==> src/pkg/tc16_pkg.sv <==
// Constants and carrier types for the 16-bit timer compare output block
package tc16_pkg;

  localparam int          CNT_W       = 16;
  localparam logic [15:0] CNT_MAX     = 16'hFFFF;
  localparam logic [15:0] CNT_BOTTOM  = 16'h0000;
  localparam logic [15:0] CNT_RESET   = 16'h0000;
  localparam logic        OC_RESET    = 1'h0;
  localparam logic        PIN_RESET   = 1'h0;
  localparam logic        OE_N_RESET  = 1'h1;

  // Waveform generation mode codes
  localparam logic [3:0]  WGM_NORMAL    = 4'h0;
  localparam logic [3:0]  WGM_CTC_CMPA  = 4'h4;
  localparam logic [3:0]  WGM_CTC_CAP   = 4'hC;
  localparam logic [3:0]  WGM_FPWM_CAP  = 4'hE;
  localparam logic [3:0]  WGM_FPWM_CMPA = 4'hF;

  // Compare output mode codes
  localparam logic [1:0]  COM_NONE   = 2'h0;
  localparam logic [1:0]  COM_TOGGLE = 2'h1;
  localparam logic [1:0]  COM_CLEAR  = 2'h2;
  localparam logic [1:0]  COM_SET    = 2'h3;

  typedef struct packed {
    logic ovf;
    logic cmpa;
    logic cmpb;
    logic cap;
  } tc16_flags_s;

  localparam tc16_flags_s FLAGS_RESET = '{ovf: 1'h0, cmpa: 1'h0, cmpb: 1'h0, cap: 1'h0};

endpackage

==> src/design/tc16_core.sv <==
// 16-bit timer core: Normal and clear-on-match counting, compare outputs and pin override
// Operation
// - Counter write blocks matches at next tick
// - Blocked variable top lets counter reach maximum
// - Output state survives waveform mode changes
// - Output mode change acts from next match
// - Reset clears output state to zero
// - Nonzero output mode routes state to pin
// - Direction bit alone enables the pin driver
// - Output mode never touches capture handling
// - Output mode zero leaves state unchanged
// - Force strobe applies action immediately, non-PWM
// - Waveform mode sets counting, output mode action
// - Normal mode increments and wraps at maximum
// - Normal wrap sets overflow; counting never clears
// - Counter write accepted at any time
// - Clear-on-match clears counter after top equality
// - Top reach flagged by compare A or capture
// - Top below count is missed until wrap
// - Toggle mode flips output A each match
// - Toggle period is two times (1+top) ticks
// - Clear-on-match wrap at maximum sets overflow
// - Equality sets compare flag at that tick
// - Force updates state only, no flag, no clear
`timescale 1ns/1ps
module tc16_core (
  input  wire logic                 CLK_IN,
  input  wire logic                 NRST_IN,
  input  wire logic                 TICK_IN,
  input  wire logic [3:0]           WAVEFORM_GEN_MODE_IN,
  input  wire logic [1:0]           COMPARE_A_OUTPUT_MODE_IN,
  input  wire logic [1:0]           COMPARE_B_OUTPUT_MODE_IN,
  input  wire logic                 FORCE_COMPARE_STROBE_A_IN,
  input  wire logic                 FORCE_COMPARE_STROBE_B_IN,
  input  wire logic                 COUNTER_WR_IN,
  input  wire logic [15:0]          COUNTER_WDATA_IN,
  input  wire logic [15:0]          COMPARE_A_VALUE_IN,
  input  wire logic [15:0]          COMPARE_B_VALUE_IN,
  input  wire logic [15:0]          CAPTURE_VALUE_IN,
  input  wire tc16_pkg::tc16_flags_s FLAG_CLR_IN,
  input  wire logic                 PORT_A_IN,
  input  wire logic                 PORT_B_IN,
  input  wire logic                 OUTPUT_A_PIN_DIRECTION_IN,
  input  wire logic                 OUTPUT_B_PIN_DIRECTION_IN,
  output logic [15:0]               COUNTER_VALUE_OUT,
  output tc16_pkg::tc16_flags_s     FLAG_OUT,
  output logic                      COMPARE_A_OUTPUT_STATE_OUT,
  output logic                      COMPARE_B_OUTPUT_STATE_OUT,
  output logic                      PIN_A_OUT,
  output logic                      PIN_A_OE_N_OUT,
  output logic                      PIN_B_OUT,
  output logic                      PIN_B_OE_N_OUT
);

  logic [15:0]           count;
  logic [15:0]           next_count;
  logic                  blocked;
  logic                  next_blocked;
  tc16_pkg::tc16_flags_s flags;
  tc16_pkg::tc16_flags_s next_flags;
  logic                  oc_a;
  logic                  oc_b;
  logic                  next_oc_a;
  logic                  next_oc_b;
  logic                  pin_a;
  logic                  pin_b;
  logic                  oe_n_a;
  logic                  oe_n_b;
  logic                  next_pin_a;
  logic                  next_pin_b;
  logic                  next_oe_n_a;
  logic                  next_oe_n_b;

  logic                  non_pwm;
  logic                  fast_pwm;
  logic                  top_is_cap;
  logic                  has_top;
  logic [15:0]           top_val;
  logic                  match_a;
  logic                  match_b;
  logic                  match_top;
  logic                  wrap;

  // Set, clear or toggle in non-PWM modes; zero keeps the state
  function automatic logic oc_action(input logic [1:0] com, input logic oc);
    logic r;
    r = oc;
    unique case (com)
      tc16_pkg::COM_NONE:   r = oc;
      tc16_pkg::COM_TOGGLE: r = ~oc;
      tc16_pkg::COM_CLEAR:  r = 1'h0;
      tc16_pkg::COM_SET:    r = 1'h1;
    endcase
    return r;
  endfunction

  // Fast PWM: clear or set on match, opposite at bottom; toggle only for channel A
  function automatic logic pwm_action(input logic [1:0] com, input logic oc, input logic at_match,
                                      input logic is_a);
    logic r;
    r = oc;
    unique case (com)
      tc16_pkg::COM_NONE:   r = oc;
      tc16_pkg::COM_TOGGLE: r = (is_a && at_match) ? ~oc : oc;
      tc16_pkg::COM_CLEAR:  r = ~at_match;
      tc16_pkg::COM_SET:    r = at_match;
    endcase
    return r;
  endfunction

  // Mode decode; the output mode bits play no part here
  always_comb
  begin
    non_pwm    = (WAVEFORM_GEN_MODE_IN == tc16_pkg::WGM_NORMAL) ||
                 (WAVEFORM_GEN_MODE_IN == tc16_pkg::WGM_CTC_CMPA) ||
                 (WAVEFORM_GEN_MODE_IN == tc16_pkg::WGM_CTC_CAP);
    fast_pwm   = (WAVEFORM_GEN_MODE_IN == tc16_pkg::WGM_FPWM_CAP) ||
                 (WAVEFORM_GEN_MODE_IN == tc16_pkg::WGM_FPWM_CMPA);
    top_is_cap = (WAVEFORM_GEN_MODE_IN == tc16_pkg::WGM_CTC_CAP) ||
                 (WAVEFORM_GEN_MODE_IN == tc16_pkg::WGM_FPWM_CAP);
    has_top    = fast_pwm || (WAVEFORM_GEN_MODE_IN == tc16_pkg::WGM_CTC_CMPA) ||
                 (WAVEFORM_GEN_MODE_IN == tc16_pkg::WGM_CTC_CAP);
    // Capture value is only read as top; capture hardware lives elsewhere
    top_val    = top_is_cap ? CAPTURE_VALUE_IN : COMPARE_A_VALUE_IN;
    // A tick right after a counter write sees no matches at all
    match_a    = TICK_IN && !blocked && (count == COMPARE_A_VALUE_IN);
    match_b    = TICK_IN && !blocked && (count == COMPARE_B_VALUE_IN);
    // Top is compared directly: a top written below count is missed until wrap
    match_top  = TICK_IN && !blocked && has_top && (count == top_val);
    wrap       = TICK_IN && !match_top && (count == tc16_pkg::CNT_MAX);
  end

  // Counter, blocking and flags
  always_comb
  begin
    next_count   = count;
    next_blocked = blocked;
    next_flags   = flags;
    if (TICK_IN)
    begin
      next_blocked = 1'h0;
      if (match_top)
        next_count = tc16_pkg::CNT_BOTTOM;
      else
        next_count = 16'(count + 16'h0001);
    end
    if (COUNTER_WR_IN)
    begin
      next_count   = COUNTER_WDATA_IN;
      next_blocked = 1'h1;
    end
    // Software clears first so a same-cycle hardware set wins
    next_flags.ovf  = (flags.ovf  & ~FLAG_CLR_IN.ovf)  | (!COUNTER_WR_IN &&
                      (wrap || (fast_pwm && match_top)));
    next_flags.cmpa = (flags.cmpa & ~FLAG_CLR_IN.cmpa) | match_a;
    next_flags.cmpb = (flags.cmpb & ~FLAG_CLR_IN.cmpb) | match_b;
    next_flags.cap  = (flags.cap  & ~FLAG_CLR_IN.cap)  | (match_top && top_is_cap);
  end

  // Output state and pin override
  always_comb
  begin
    next_oc_a = oc_a;
    next_oc_b = oc_b;
    if (non_pwm)
    begin
      // Force acts like a match on the state only
      if (match_a || FORCE_COMPARE_STROBE_A_IN)
        next_oc_a = oc_action(COMPARE_A_OUTPUT_MODE_IN, oc_a);
      if (match_b || FORCE_COMPARE_STROBE_B_IN)
        next_oc_b = oc_action(COMPARE_B_OUTPUT_MODE_IN, oc_b);
    end
    else if (fast_pwm)
    begin
      if (match_a)
        next_oc_a = pwm_action(COMPARE_A_OUTPUT_MODE_IN, oc_a, 1'h1, 1'h1);
      else if (match_top)
        next_oc_a = pwm_action(COMPARE_A_OUTPUT_MODE_IN, oc_a, 1'h0, 1'h1);
      if (match_b)
        next_oc_b = pwm_action(COMPARE_B_OUTPUT_MODE_IN, oc_b, 1'h1, 1'h0);
      else if (match_top)
        next_oc_b = pwm_action(COMPARE_B_OUTPUT_MODE_IN, oc_b, 1'h0, 1'h0);
    end
    // Other modes hold the state; it is never reloaded on a mode change
    next_pin_a  = (COMPARE_A_OUTPUT_MODE_IN != tc16_pkg::COM_NONE) ? next_oc_a : PORT_A_IN;
    next_pin_b  = (COMPARE_B_OUTPUT_MODE_IN != tc16_pkg::COM_NONE) ? next_oc_b : PORT_B_IN;
    next_oe_n_a = ~OUTPUT_A_PIN_DIRECTION_IN;
    next_oe_n_b = ~OUTPUT_B_PIN_DIRECTION_IN;
  end

  always_ff @(posedge CLK_IN or negedge NRST_IN)
  begin
    if (!NRST_IN)
    begin
      count   <= tc16_pkg::CNT_RESET;
      blocked <= 1'h0;
      flags   <= tc16_pkg::FLAGS_RESET;
      oc_a    <= tc16_pkg::OC_RESET;
      oc_b    <= tc16_pkg::OC_RESET;
      pin_a   <= tc16_pkg::PIN_RESET;
      pin_b   <= tc16_pkg::PIN_RESET;
      oe_n_a  <= tc16_pkg::OE_N_RESET;
      oe_n_b  <= tc16_pkg::OE_N_RESET;
    end
    else
    begin
      count   <= next_count;
      blocked <= next_blocked;
      flags   <= next_flags;
      oc_a    <= next_oc_a;
      oc_b    <= next_oc_b;
      pin_a   <= next_pin_a;
      pin_b   <= next_pin_b;
      oe_n_a  <= next_oe_n_a;
      oe_n_b  <= next_oe_n_b;
    end
  end

  assign COUNTER_VALUE_OUT          = count;
  assign FLAG_OUT                   = flags;
  assign COMPARE_A_OUTPUT_STATE_OUT = oc_a;
  assign COMPARE_B_OUTPUT_STATE_OUT = oc_b;
  assign PIN_A_OUT                  = pin_a;
  assign PIN_A_OE_N_OUT             = oe_n_a;
  assign PIN_B_OUT                  = pin_b;
  assign PIN_B_OE_N_OUT             = oe_n_b;
endmodule

==> config.mk <==
export PLATFORM = sky130hd
export DESIGN_NAME = tc16_core
export DESIGN_NICKNAME = d
export VERILOG_FILES = /design/src/pkg/tc16_pkg.sv /design/src/design/tc16_core.sv
export SDC_FILE = /design/constraint.sdc
export NUM_CORES = 1
export LEC_CHECK = 0
export ABC_AREA = 1
export BUFFER_PORTS_ARGS = -buffer_cell sky130_fd_sc_hd__clkbuf_2
export CELL_PAD_IN_SITES_DETAIL_PLACEMENT = 2
export CELL_PAD_IN_SITES_GLOBAL_PLACEMENT = 2
export CORE_MARGIN = 2
export CORE_UTILIZATION = 24
export CTS_CLUSTER_DIAMETER = 150
export DETAILED_ROUTE_END_ITERATION = 10
export HOLD_SLACK_MARGIN = 0.05
export PLACE_DENSITY = 0.86
export SYNTH_ARGS = -nofsm -noshare
export SYNTH_HDL_FRONTEND = slang
export SYNTH_SLANG_ARGS = --single-unit
==> constraint.sdc <==
create_clock -name CLK_IN -period 2.29 [get_ports CLK_IN]
set_clock_uncertainty 0.15 [all_clocks]
set_input_delay 0.229 -clock CLK_IN [delete_from_list [all_inputs] [get_ports CLK_IN]]
set_output_delay 0.229 -clock CLK_IN [all_outputs]
set_load 0.005 [all_outputs]
==> results of run 1 <==
-- area by class of cell --
| type | count | area (um2) | share of cell area (%) |
|---|---|---|---|
| tap | 140 | 175 | 4.22 |
| timing repair buffer | 176 | 1130 | 27.1 |
| multi-input combinational | 326 | 1800 | 43.4 |
| clock buffer | 3 | 41.3 | 0.994 |
| sequential | 27 | 686 | 16.5 |
| inverter | 80 | 314 | 7.56 |
| clock inverter | 1 | 7.51 | 0.181 |
-- cells in the final DEF (no fill, tap or decap), types with 2 or more instances in the layout --
master / instances
nand2_2: 18
nand4_1: 9
o221ai_1: 9
inv_4: 4
dfrtp_1: 19
xor2_1: 11
nor2_1: 21
nor2_2: 6
o211ai_1: 5
nand3_2: 7
nand2_1: 135
nand2_4: 8
a22oi_1: 4
nor3_2: 3
clkbuf_8: 3
or2_2: 2
o21ai_2: 2
o22ai_1: 8
dlygate4sd3_1: 22
clkbuf_2: 111
nand3_1: 24
dfrtp_2: 6
o2111ai_1: 2
nor3_1: 7
clkinvlp_4: 2
xnor2_1: 5
nor2_4: 4
buf_12: 2
a21oi_1: 5
nor4_1: 2
inv_1: 72
o21ai_0: 20
inv_2: 3
dfstp_2: 2
buf_4: 40
-- Yosys cell counts (all sizes together), types with 4 or more instances --
cell type	n	area, um2
a21oi	5	25.0
nor2	31	134
o211ai	5	37.5
nand3	31	160
inv	80	300
o221ai	9	78.8
buf	6	48.8
o21ai	23	123
xor2	11	96.3
a22oi	4	30.0
xnor2	6	52.6
dfrtp	25	626
clkbuf	5	20.0
o22ai	9	56.3
nand2	161	622
nor3	11	75.1
nand4	9	56.3
-- critical path, stage by stage --
cell and delay (ns):
dlygate4sd3_1 0.57, clkbuf_2 0.19, nand2_1 0.12, inv_1 0.17, nand4_1 0.18, nor2_4 0.23, nand3_1 0.12, nand2_1 0.11
nand3_1 0.11, nand2_1 0.10, nand2_2 0.06, nand2_2 0.10, nand2_2 0.08, nand2_1 0.07
-- metal layers --
layer  global-route usage, %  vias to the layer above  wire [um]
met2                    43.8                      170       8410
li1                        -                     1757          -
met5                       0                        -          0
met1                    30.4                     1939       6500
met3                    1.78                       34        734
met4                    5.42                        0        356
-- timing repair --
action,CTS,global route
hold buffers,21,1
endpoints found under the setup margin,3,21
setup buffers,0,13
pin swaps,0,28
endpoints found under the hold margin,45,1
resized for setup,6,60
-- how the worst max path moves through the flow --
stage,startpoint,to,slack [ns],depth (start not counted)
2_1_floorplan,COUNTER_VALUE_OUT[0]$_DFFE_PN0P_,FLAG_OUT[3]$_DFF_PN0_,0.27,11
4_1_cts,COUNTER_VALUE_OUT[12]$_DFFE_PN0P_,COUNTER_VALUE_OUT[12]$_DFFE_PN0P_,0.01,15
3_5_place_dp,WAVEFORM_GEN_MODE_IN[0],COUNTER_VALUE_OUT[12]$_DFFE_PN0P_,-0.15,16
6_report,TICK_IN,PIN_A_OUT$_DFF_PN0_,-0.06,14
5_1_grt,COUNTER_VALUE_OUT[1]$_DFFE_PN0P_,FLAG_OUT[3]$_DFF_PN0_,-0.18,11
3_3_place_gp,WAVEFORM_GEN_MODE_IN[0],COUNTER_VALUE_OUT[12]$_DFFE_PN0P_,-0.01,16
-- through the flow --
step	utilization, %	area, um2	hold slack [ns]	total power (uW)
final	38.3	4150	0.0391	1820
after global routing	38.3	4150	0.0502	1910
after CTS	35.4	3840	0.0544	1660
after detailed placement	33.0	3580	0.184	1310
after global placement	33.0	3580	0.165	1270
after floorplan	-	2680	-0.217	941
-- logic make-up after synthesis --
group,count (synthesis),synth area share (%)
fa+ha+maj,1,0.467
compound gates,59,14.3
flops,27,25.3
buf+inv,91,13.8
xor+xnor,17,5.56
simple gates,249,40.5
-- power groups by stage --
stage	logic (uW)	registers (uW)	clock network (uW)
after CTS	766	582	312
final	916	589	317
after floorplan	359	582	0
after detailed placement	725	589	0
after global placement	683	582	0
after global routing	986	593	332
==> results.json, run 1 <==
{
  "status": "complete, but fails checks",
  "failed_checks": "negative setup slack",
  "area.growth.synth_to_final_pct": 55.2,
  "cp.arrival_ns": 2.45,
  "viasPerCell": 5.18,
  "fp.dieH_um": 110,
  "max_slew_margin_pct": 49.7,
  "maxCapViolCount": 0,
  "grt_max_degree": 28,
  "post_drt_wl_per_cell_um": 21.3,
  "hold_path.class": "in2reg",
  "syn_area_per_cell_um2": 6.03,
  "initial_utilization_pct": 24.7,
  "hpwlAfterDp_um": 10800,
  "numCtsBuffers": 3,
  "cts_max_path_buffers": 2,
  "cp_max_fo": 5,
  "fin_ws_ns": -0.0601,
  "synthCells": 444,
  "rrSetupSlack_ns": -0.01,
  "cp_data_required_time_ns": 2.39,
  "dpl_worst_slack_ns": -0.155,
  "cts_max_level": 1,
  "whs_path_depth": 3,
  "finalWirelength_um": 16000,
  "yosysSeqAreaShare_pct": 25.3,
  "power_density_nw_per_um2": 439,
  "ys.flop_type": "dfrtp_1",
  "via_count": 3900,
  "first_pass_iters": 5,
  "grt_setup_unrepaired": "yes",
  "comb_power_share_pct": 50.3,
  "yosysWarnings": 0,
  "clkPwrFrac_pct": 17.4,
  "fmax_mhz": 426,
  "synth_seq_cells": 27,
  "syn_area_um2": 2680,
  "rows": 38,
  "port-buffer-count": 111,
  "fin_nets": 701,
  "die_x_um": 110,
  "vdd_ir_drop_max_v": 0.000267,
  "grt_pass1_wl_um": 22000,
  "ys_async_sr_fraction_pct": 100,
  "grt-ovfl-total": 0,
  "cts.sinks": 27,
  "p_leak_uw": 0.00226,
  "switching_share_pct": 44.1,
  "hold_start": "COUNTER_WDATA_IN[9]",
  "ioPinCount": 112,
  "p_int_uw": 1020,
  "largest_register_ffs": 16,
  "grt_pass1_vias": 4078,
  "hold_viol": 0,
  "path_clk_slew_ns": 0.12,
  "final.min_clock_period_ns": 2.35,
  "reg2reg_depth": 11,
  "holdPathEnd": "COUNTER_VALUE_OUT[9]$_DFFE_PN0P_",
  "seqPwrFrac_pct": 32.4,
  "worst_pin_slew_ns": 0.755,
  "antenna_found_initial": 0,
  "syn_nets": 531,
  "ctsRootBufferMaster": "clkbuf_8",
  "die_area_um2": 12000,
  "ant_nets": 0,
  "synth_edf_count": 0,
  "grt_usage_pct": 23.9,
  "drt_iter0_markers": 272,
  "gp_congestion": 0.891,
  "layoutNonFillerInstCount": 753,
  "power.switching_uw": 802,
  "core_um2": 10800,
  "maxSlewViolCount": 0,
  "final.fill_count": 1339,
  "path_class": "in2reg",
  "dp_cells": 714,
  "drc": 0,
  "layout-drive-gt1-share_pct": 37.4,
  "cts_tree": "yes",
  "setup_tns_ns": -0.0759,
  "critical_path.endpoint_type": "register",
  "critPathLaunchType": "primary input",
  "fin_crit_sh_pct": 103,
  "reg2reg_from": "COUNTER_VALUE_OUT[1]$_DFFE_PN0P_",
  "synth.distinct_cells": 34,
  "setup_violations": 3,
  "r2r_end": "FLAG_OUT[3]$_DFF_PN0_",
  "diodes": 0,
  "insertion_delay_ns": 0.30
}
No activity file was read; power rests on OpenSTA's default activity.
==> run 2, diff against run 1 <==
--- a/config.mk
+++ b/config.mk
@@ -15,6 +15,7 @@
 export DETAILED_ROUTE_END_ITERATION = 10
 export HOLD_SLACK_MARGIN = 0.05
 export PLACE_DENSITY = 0.86
+export REMOVE_ABC_BUFFERS = 1
 export SYNTH_ARGS = -nofsm -noshare
 export SYNTH_HDL_FRONTEND = slang
 export SYNTH_SLANG_ARGS = --single-unit
==> constraint.sdc (replaced) <==
create_clock -name CLK_IN -period 2.29 [get_ports CLK_IN]
set_clock_uncertainty 0.15 [all_clocks]
set_input_delay 0.229 -clock CLK_IN [delete_from_list [all_inputs] [get_ports CLK_IN]]
set_output_delay 0.229 -clock CLK_IN [all_outputs]
set_load 0.02 [all_outputs]
==> run 2 against run 1 <==
The run now ends clean. Clock-buffer cell count unchanged. Die area unchanged. Clock power down 2%. Global-route usage down 2.5 points. Total power down 3.5%. Cell count up 0.66%. Register-to-register slack better by 0.02 ns. Critical path depth up 4. Combinational power down 5.7%. First-iteration DRC count down 51%. Setup slack better by 0.069 ns. Sequential share of layout area up 0.18 points. Critical path type is now reg2reg. Highest routed layer unchanged.
==> results.json, run 2 (same netlist as run 1, synthesis figures left out) <==
{
  "antenna_found_initial": 0,
  "fin_nets": 706,
  "setup_violations": 0,
  "diodes": 0,
  "die_x_um": 110,
  "critPathBufInv": 3,
  "seqPwrFrac_pct": 33.1,
  "crit_slowest_cell": "dfrtp_2",
  "whs_ns": 0.0642,
  "final.fill_count": 1369,
  "reg2reg_depth": 18,
  "grt_pass1_wl_um": 19800,
  "grt_pass1_vias": 3908,
  "fmax_mhz": 438,
  "worst_pin_slew_ns": 0.765,
  "rows": 38,
  "p_int_uw": 994,
  "seq_area_um2": 686,
  "core_um2": 10800,
  "cts_max_path_buffers": 2,
  "maxCapViolCount": 0,
  "insertion_delay_ns": 0.29,
  "finalWirelength_um": 13500,
  "post_drt_wl_per_cell_um": 17.9,
  "cp_data_required_time_ns": 2.38,
  "fin_crit_sh_pct": 99.6,
  "initial_utilization_pct": 24.7,
  "cts_max_level": 1,
  "grt-ovfl-total": 0,
  "final.min_clock_period_ns": 2.28,
  "final_common_cell": "nand2_1",
  "multiInputGateArea_um2": 1710,
  "status": "completed",
  "crit_chain": "inv_2, nand2_1, nand2_1, nand3_1, nand2_1, inv_1, nor2_1, nand2_2, nor2_4, buf_6, nand3_1, nand2_1, nand3_1, nand2_1, nand2_1, nand2_2, nand2_1, nand2_1",
  "whs_path_depth": 3,
  "first_pass_iters": 4,
  "cpLargestDelayFamily": "simple AND/OR/NAND/NOR gates",
  "critPathMostFrequentCell": "nand2_1",
  "power.switching_uw": 764,
  "cp_max_fo": 5,
  "grt_usage_pct": 21.4,
  "numCtsBuffers": 3,
  "layout-drive-gt1-share_pct": 34.5,
  "cts_tree": "yes",
  "cts.sinks": 27,
  "die_area_um2": 12000,
  "slowest_delay_ns": 0.46,
  "via_count": 3690,
  "cp.arrival_ns": 2.37,
  "gp_congestion": 0.874,
  "fp.dieH_um": 110,
  "path_clk_slew_ns": 0.11,
  "finalPower_uw": 1760,
  "port-buffer-count": 111,
  "viasPerCell": 4.87,
  "cp_num_cells": 18,
  "comb_power_share_pct": 49.2,
  "area.growth.synth_to_final_pct": 53.5,
  "largest_register_ffs": 16,
  "vdd_ir_drop_max_v": 0.000198,
  "ant_nets": 0,
  "layout_common_cells": "nand2_1, clkbuf_2, inv_1, buf_4, nand3_1",
  "power_density_nw_per_um2": 428,
  "clkPwrFrac_pct": 17.7,
  "max_slew_margin_pct": 49.0,
  "ctsRootBufferMaster": "clkbuf_8",
  "maxSlewViolCount": 0,
  "final_core_util_pct": 37.9,
  "p_leak_uw": 0.00226,
  "hold_viol": 0,
  "hpwlAfterDp_um": 10200,
  "path_class": "reg2reg",
  "switching_share_pct": 43.4,
  "ioPinCount": 112,
  "critPathLaunchType": "register",
  "critical_path.endpoint_type": "register",
  "drc": 0,
  "hold_path.class": "in2reg",
  "drt_iter0_markers": 134,
  "grt_max_degree": 28
}
## run 2: timing repair
| item | 4_1_cts | 5_1_grt |
|---|---|---|
| buffers inserted | 2 | 13 |
| endpoints found under the setup margin | 9 | 20 |
| hold buffers | 25 | 0 |
| gates resized for setup | 3 | 35 |
| pin swaps | 0 | 8 |
| endpoints found under the hold margin | 49 | 0 |
## run 2: path summary, 6_finish.rpt
| path | from | to | slack [ns] |
|---|---|---|---|
| max in group asynchronous | NRST_IN | COUNTER_VALUE_OUT[8]$_DFFE_PN0P_ | 1.07 |
| worst min register to register | blocked$_DFFE_PN0P_ | blocked$_DFFE_PN0P_ | 0.37 |
| worst max-delay path | COUNTER_VALUE_OUT[8]$_DFFE_PN0P_ | PIN_A_OUT$_DFF_PN0_ | 0.008 |
| min in group asynchronous | NRST_IN | PIN_B_OUT$_DFF_PN0_ | 0.39 |
| worst min-delay path | COUNTER_WDATA_IN[0] | COUNTER_VALUE_OUT[0]$_DFFE_PN0P_ | 0.06 |
| worst max register to register | COUNTER_VALUE_OUT[8]$_DFFE_PN0P_ | PIN_A_OUT$_DFF_PN0_ | 0.008 |
## run 2: through the flow
stage / std cells / setup WS, ns / instance area [um2] / setup TNS, ns
final: 758 / 0.00844 / 4110 / 0
after global routing: 758 / -0.0851 / 4110 / -0.249
after CTS: 745 / 0.000426 / 3920 / 0
after detailed placement: 714 / -0.129 / 3590 / -0.506
after global placement: 714 / -0.00347 / 3590 / -0.00521
after floorplan: 433 / 0.122 / 2610 / 0
## run 2: power by group through the flow
stage	Clock [uW]	Sequential, uW	Combinational (uW)
after floorplan	0	651	326
after global placement	0	583	706
after detailed placement	0	589	743
after CTS	316	578	799
after global routing	339	590	947
final	311	582	864
## run 2: routing by layer
metal / global-route usage [%] / vias to the layer above / part of all wire (%)
li1: - / 1765 / -
met1: 26.7 / 1816 / 42
met2: 39.3 / 90 / 52
met3: 1.48 / 19 / 3.4
met4: 6.24 / 0 / 2.1
met5: 0 / - / 0
## run 2: tightest hold or removal path: stages
cell      delay [ns]
clkbuf_2        0.09
a22oi_1         0.07
o21ai_0         0.08
## run 2: final cells by class
cell class | instances | area share, %
Clock buffer | 3 | 1.00
Clock inverter | 1 | 0.183
Inverter | 80 | 7.49
Multi-Input combinational cell | 326 | 41.5
Sequential cell | 27 | 16.7
Tap cell | 140 | 4.26
Timing Repair Buffer | 181 | 28.8
==> run 3, diff against run 2 <==
==> config.mk (replaced) <==
export PLATFORM = sky130hd
export DESIGN_NAME = tc16_core
export DESIGN_NICKNAME = d
export VERILOG_FILES = /design/src/pkg/tc16_pkg.sv /design/src/design/tc16_core.sv
export SDC_FILE = /design/constraint.sdc
export NUM_CORES = 1
export LEC_CHECK = 0
export CELL_PAD_IN_SITES_DETAIL_PLACEMENT = 2
export CELL_PAD_IN_SITES_GLOBAL_PLACEMENT = 2
export CORE_MARGIN = 2
export CORE_UTILIZATION = 35
export CTS_CLUSTER_DIAMETER = 150
export DETAILED_ROUTE_END_ITERATION = 10
export DONT_BUFFER_PORTS = 1
export HOLD_SLACK_MARGIN = 0.05
export PLACE_DENSITY = 0.85
export REMOVE_ABC_BUFFERS = 1
export SYNTH_ARGS = -nofsm -noshare
export SYNTH_HDL_FRONTEND = slang
export SYNTH_SLANG_ARGS = --single-unit
==> run 3 against run 2 <==
The flow now finishes with violations (negative setup slack). Clock-buffer cell count did not move. Cell count fell by 30%. Core utilization rose by 17 points. Setup slack got worse by 0.66 ns. Register-to-register slack got worse by 0.66 ns. First-iteration DRC count rose by 110%. Highest routed layer unchanged.
==> results.json, run 3 <==
{
  "p_int_uw": 1020,
  "yosysSeqAreaShare_pct": 25.0,
  "grt_max_degree": 30,
  "critPathLaunchType": "register",
  "yosys-top-cells-count": "dfrtp_1, xnor2_1, inv_1",
  "ys.flop_type": "dfrtp_1",
  "worst_pin_slew_ns": 0.796,
  "cp.arrival_ns": 3.04,
  "largest_register_ffs": 16,
  "critPathMostFrequentCell": "buf_4",
  "cp_max_fo": 7,
  "clkPwrFrac_pct": 18.0,
  "critPathBufInv": 3,
  "switching_share_pct": 45.1,
  "antenna_found_initial": 0,
  "grt_pass1_wl_um": 24600,
  "cts_tree": "yes",
  "cts_max_path_buffers": 2,
  "critical_path.endpoint_type": "register",
  "cp_data_required_time_ns": 2.39,
  "fin_crit_sh_pct": 129,
  "hold_start": "COUNTER_WDATA_IN[6]",
  "diodes": 0,
  "grt_usage_pct": 39.1,
  "first_pass_iters": 5,
  "layout_common_cells": "buf_4, inv_1, dlygate4sd3_1, dfrtp_1, nor2b_1",
  "p_leak_uw": 0.00171,
  "ys_async_sr_fraction_pct": 100,
  "grt_setup_unrepaired": "yes",
  "synth_most_common_cell": "dfrtp_1",
  "crit_path_start": "COUNTER_VALUE_OUT[6]$_DFFE_PN0P_",
  "core_um2": 7610,
  "fin_ws_ns": -0.656,
  "initial_utilization_pct": 35.7,
  "synthCells": 338,
  "viasPerCell": 7.09,
  "syn_area_um2": 2720,
  "ctsRootBufferMaster": "clkbuf_8",
  "drt_iter0_markers": 288,
  "finalPower_uw": 1860,
  "drc": 0,
  "numCtsBuffers": 3,
  "syn_area_per_cell_um2": 8.04,
  "multiInputGateArea_um2": 2230,
  "yosysTopAreaCell": "dfrtp_1",
  "via_count": 3780,
  "power_density_nw_per_um2": 447,
  "final_common_cell": "buf_4",
  "yosysWarnings": 0,
  "seqPwrFrac_pct": 32.9,
  "maxSlewViolCount": 0,
  "insertion_delay_ns": 0.30,
  "post_drt_wl_per_cell_um": 38.2,
  "rows": 32,
  "layout-drive-gt1-share_pct": 37.1,
  "die_area_um2": 8490,
  "dpl_worst_slack_ns": -0.523,
  "path_class": "reg2reg",
  "port-buffer-count": 0,
  "fmax_mhz": 339,
  "crit_slowest_cell": "dfrtp_1",
  "hold_viol": 0,
  "final.min_clock_period_ns": 2.95,
  "cts_max_level": 1,
  "grt_pass1_vias": 3903,
  "area.growth.synth_to_final_pct": 53.6,
  "comb_power_share_pct": 49.2,
  "hpwlAfterDp_um": 10600,
  "failed_checks": "negative setup slack",
  "crit_chain": "buf_4, buf_4, nand2_1, nor4_2, buf_4, and3_1, nand3_1, or3_1, a21oi_2, o31a_1",
  "synthTopCellsByArea": "dfrtp_1, xnor2_1, nor2b_1, mux2i_1, nand2b_1",
  "power.switching_uw": 841,
  "die_x_um": 92.1,
  "finalWirelength_um": 20300,
  "hold_path.class": "in2reg",
  "fin_nets": 519,
  "status": "complete, but fails checks",
  "max_slew_margin_pct": 46.8,
  "synth.distinct_cells": 63,
  "seq_area_um2": 686,
  "slowest_delay_ns": 0.49,
  "ioPinCount": 112,
  "ant_nets": 0,
  "vdd_ir_drop_max_v": 0.000420,
  "grt-ovfl-total": 0,
  "synth.top_cell.area_share_pct": 23.0,
  "fp.dieH_um": 92.1,
  "cts.sinks": 27,
  "synth_edf_count": 0,
  "synth_seq_cells": 27,
  "cpLargestDelayFamily": "simple AND/OR/NAND/NOR gates",
  "gp_congestion": 0.903,
  "path_clk_slew_ns": 0.13,
  "maxCapViolCount": 0,
  "final.fill_count": 762,
  "reg2reg_from": "COUNTER_VALUE_OUT[6]$_DFFE_PN0P_",
  "setup_violations": 23
}
[run 3: final timing paths]
kind | endpoint | slack, ns | cells past startpoint
max in group asynchronous | PIN_A_OE_N_OUT$_DFF_PN1_ | 1.44 | 2
worst min-delay path | COUNTER_VALUE_OUT[6]$_DFFE_PN0P_ | 0.008 | 2
worst max-delay path | COUNTER_VALUE_OUT[13]$_DFFE_PN0P_ | -0.66 | 10
worst max register to register | COUNTER_VALUE_OUT[13]$_DFFE_PN0P_ | -0.66 | 10
min in group asynchronous | COUNTER_VALUE_OUT[8]$_DFFE_PN0P_ | 0.31 | 2
worst min register to register | FLAG_OUT[2]$_DFF_PN0_ | 0.60 | 1
[run 3: final cells by class]
class | count | area share [%]
Clock buffer | 3 | 0.989
Tap cell | 102 | 3.06
Multi-Input combinational cell | 265 | 53.5
Sequential cell | 27 | 16.4
Clock inverter | 1 | 0.180
Timing Repair Buffer | 112 | 23.8
Inverter | 23 | 2.07
[run 3: what timing repair did]
action,in CTS,in global routing
endpoints found under the setup margin,23,24
hold endpoints to repair,52,14
pin swaps,29,25
hold buffers,18,6
setup buffers,16,6
gates resized for setup,57,41
[run 3: cells by family after synthesis]
family	share of synthesized area [%]
AO/OA/AOI/OAI	24.4
XOR/XNOR	9.67
adder cells (fa/ha/maj)	0.460
buffers and inverters	6.91
flip-flops	25.0
multiplexers	4.10
AND/OR/NAND/NOR	29.5
[run 3: power by group through the flow]
stage	sequential (uW)	combinational (uW)	clock [uW]
finish	613	916	335
global route	612	930	341
CTS	593	722	325
detailed placement	599	612	0
global placement	592	561	0
floorplan	648	288	0
[run 3: routing by layer]
layer	vias up	global-route usage [%]	wire [um]
li1	1432	-	-
met1	1869	47.0	7330
met2	348	65.5	9500
met3	131	8.22	1860
met4	0	20.4	1650
met5	-	0	0
[run 3: metrics by stage]
| stage | setup TNS [ns] | hold slack [ns] | utilization (%) | area, um2 | std cells |
|---|---|---|---|---|---|
| floorplan | -5.79 | -0.217 | - | 2620 | 315 |
| global placement | -4.62 | -0.216 | 42.9 | 3270 | 485 |
| detailed placement | -8.26 | -0.216 | 42.9 | 3270 | 485 |
| CTS | -6.61 | -0.141 | 50.5 | 3840 | 523 |
| global route | -11.91 | 0.0456 | 54.9 | 4170 | 533 |
| finish | -11.95 | 0.00849 | 54.9 | 4170 | 533 |
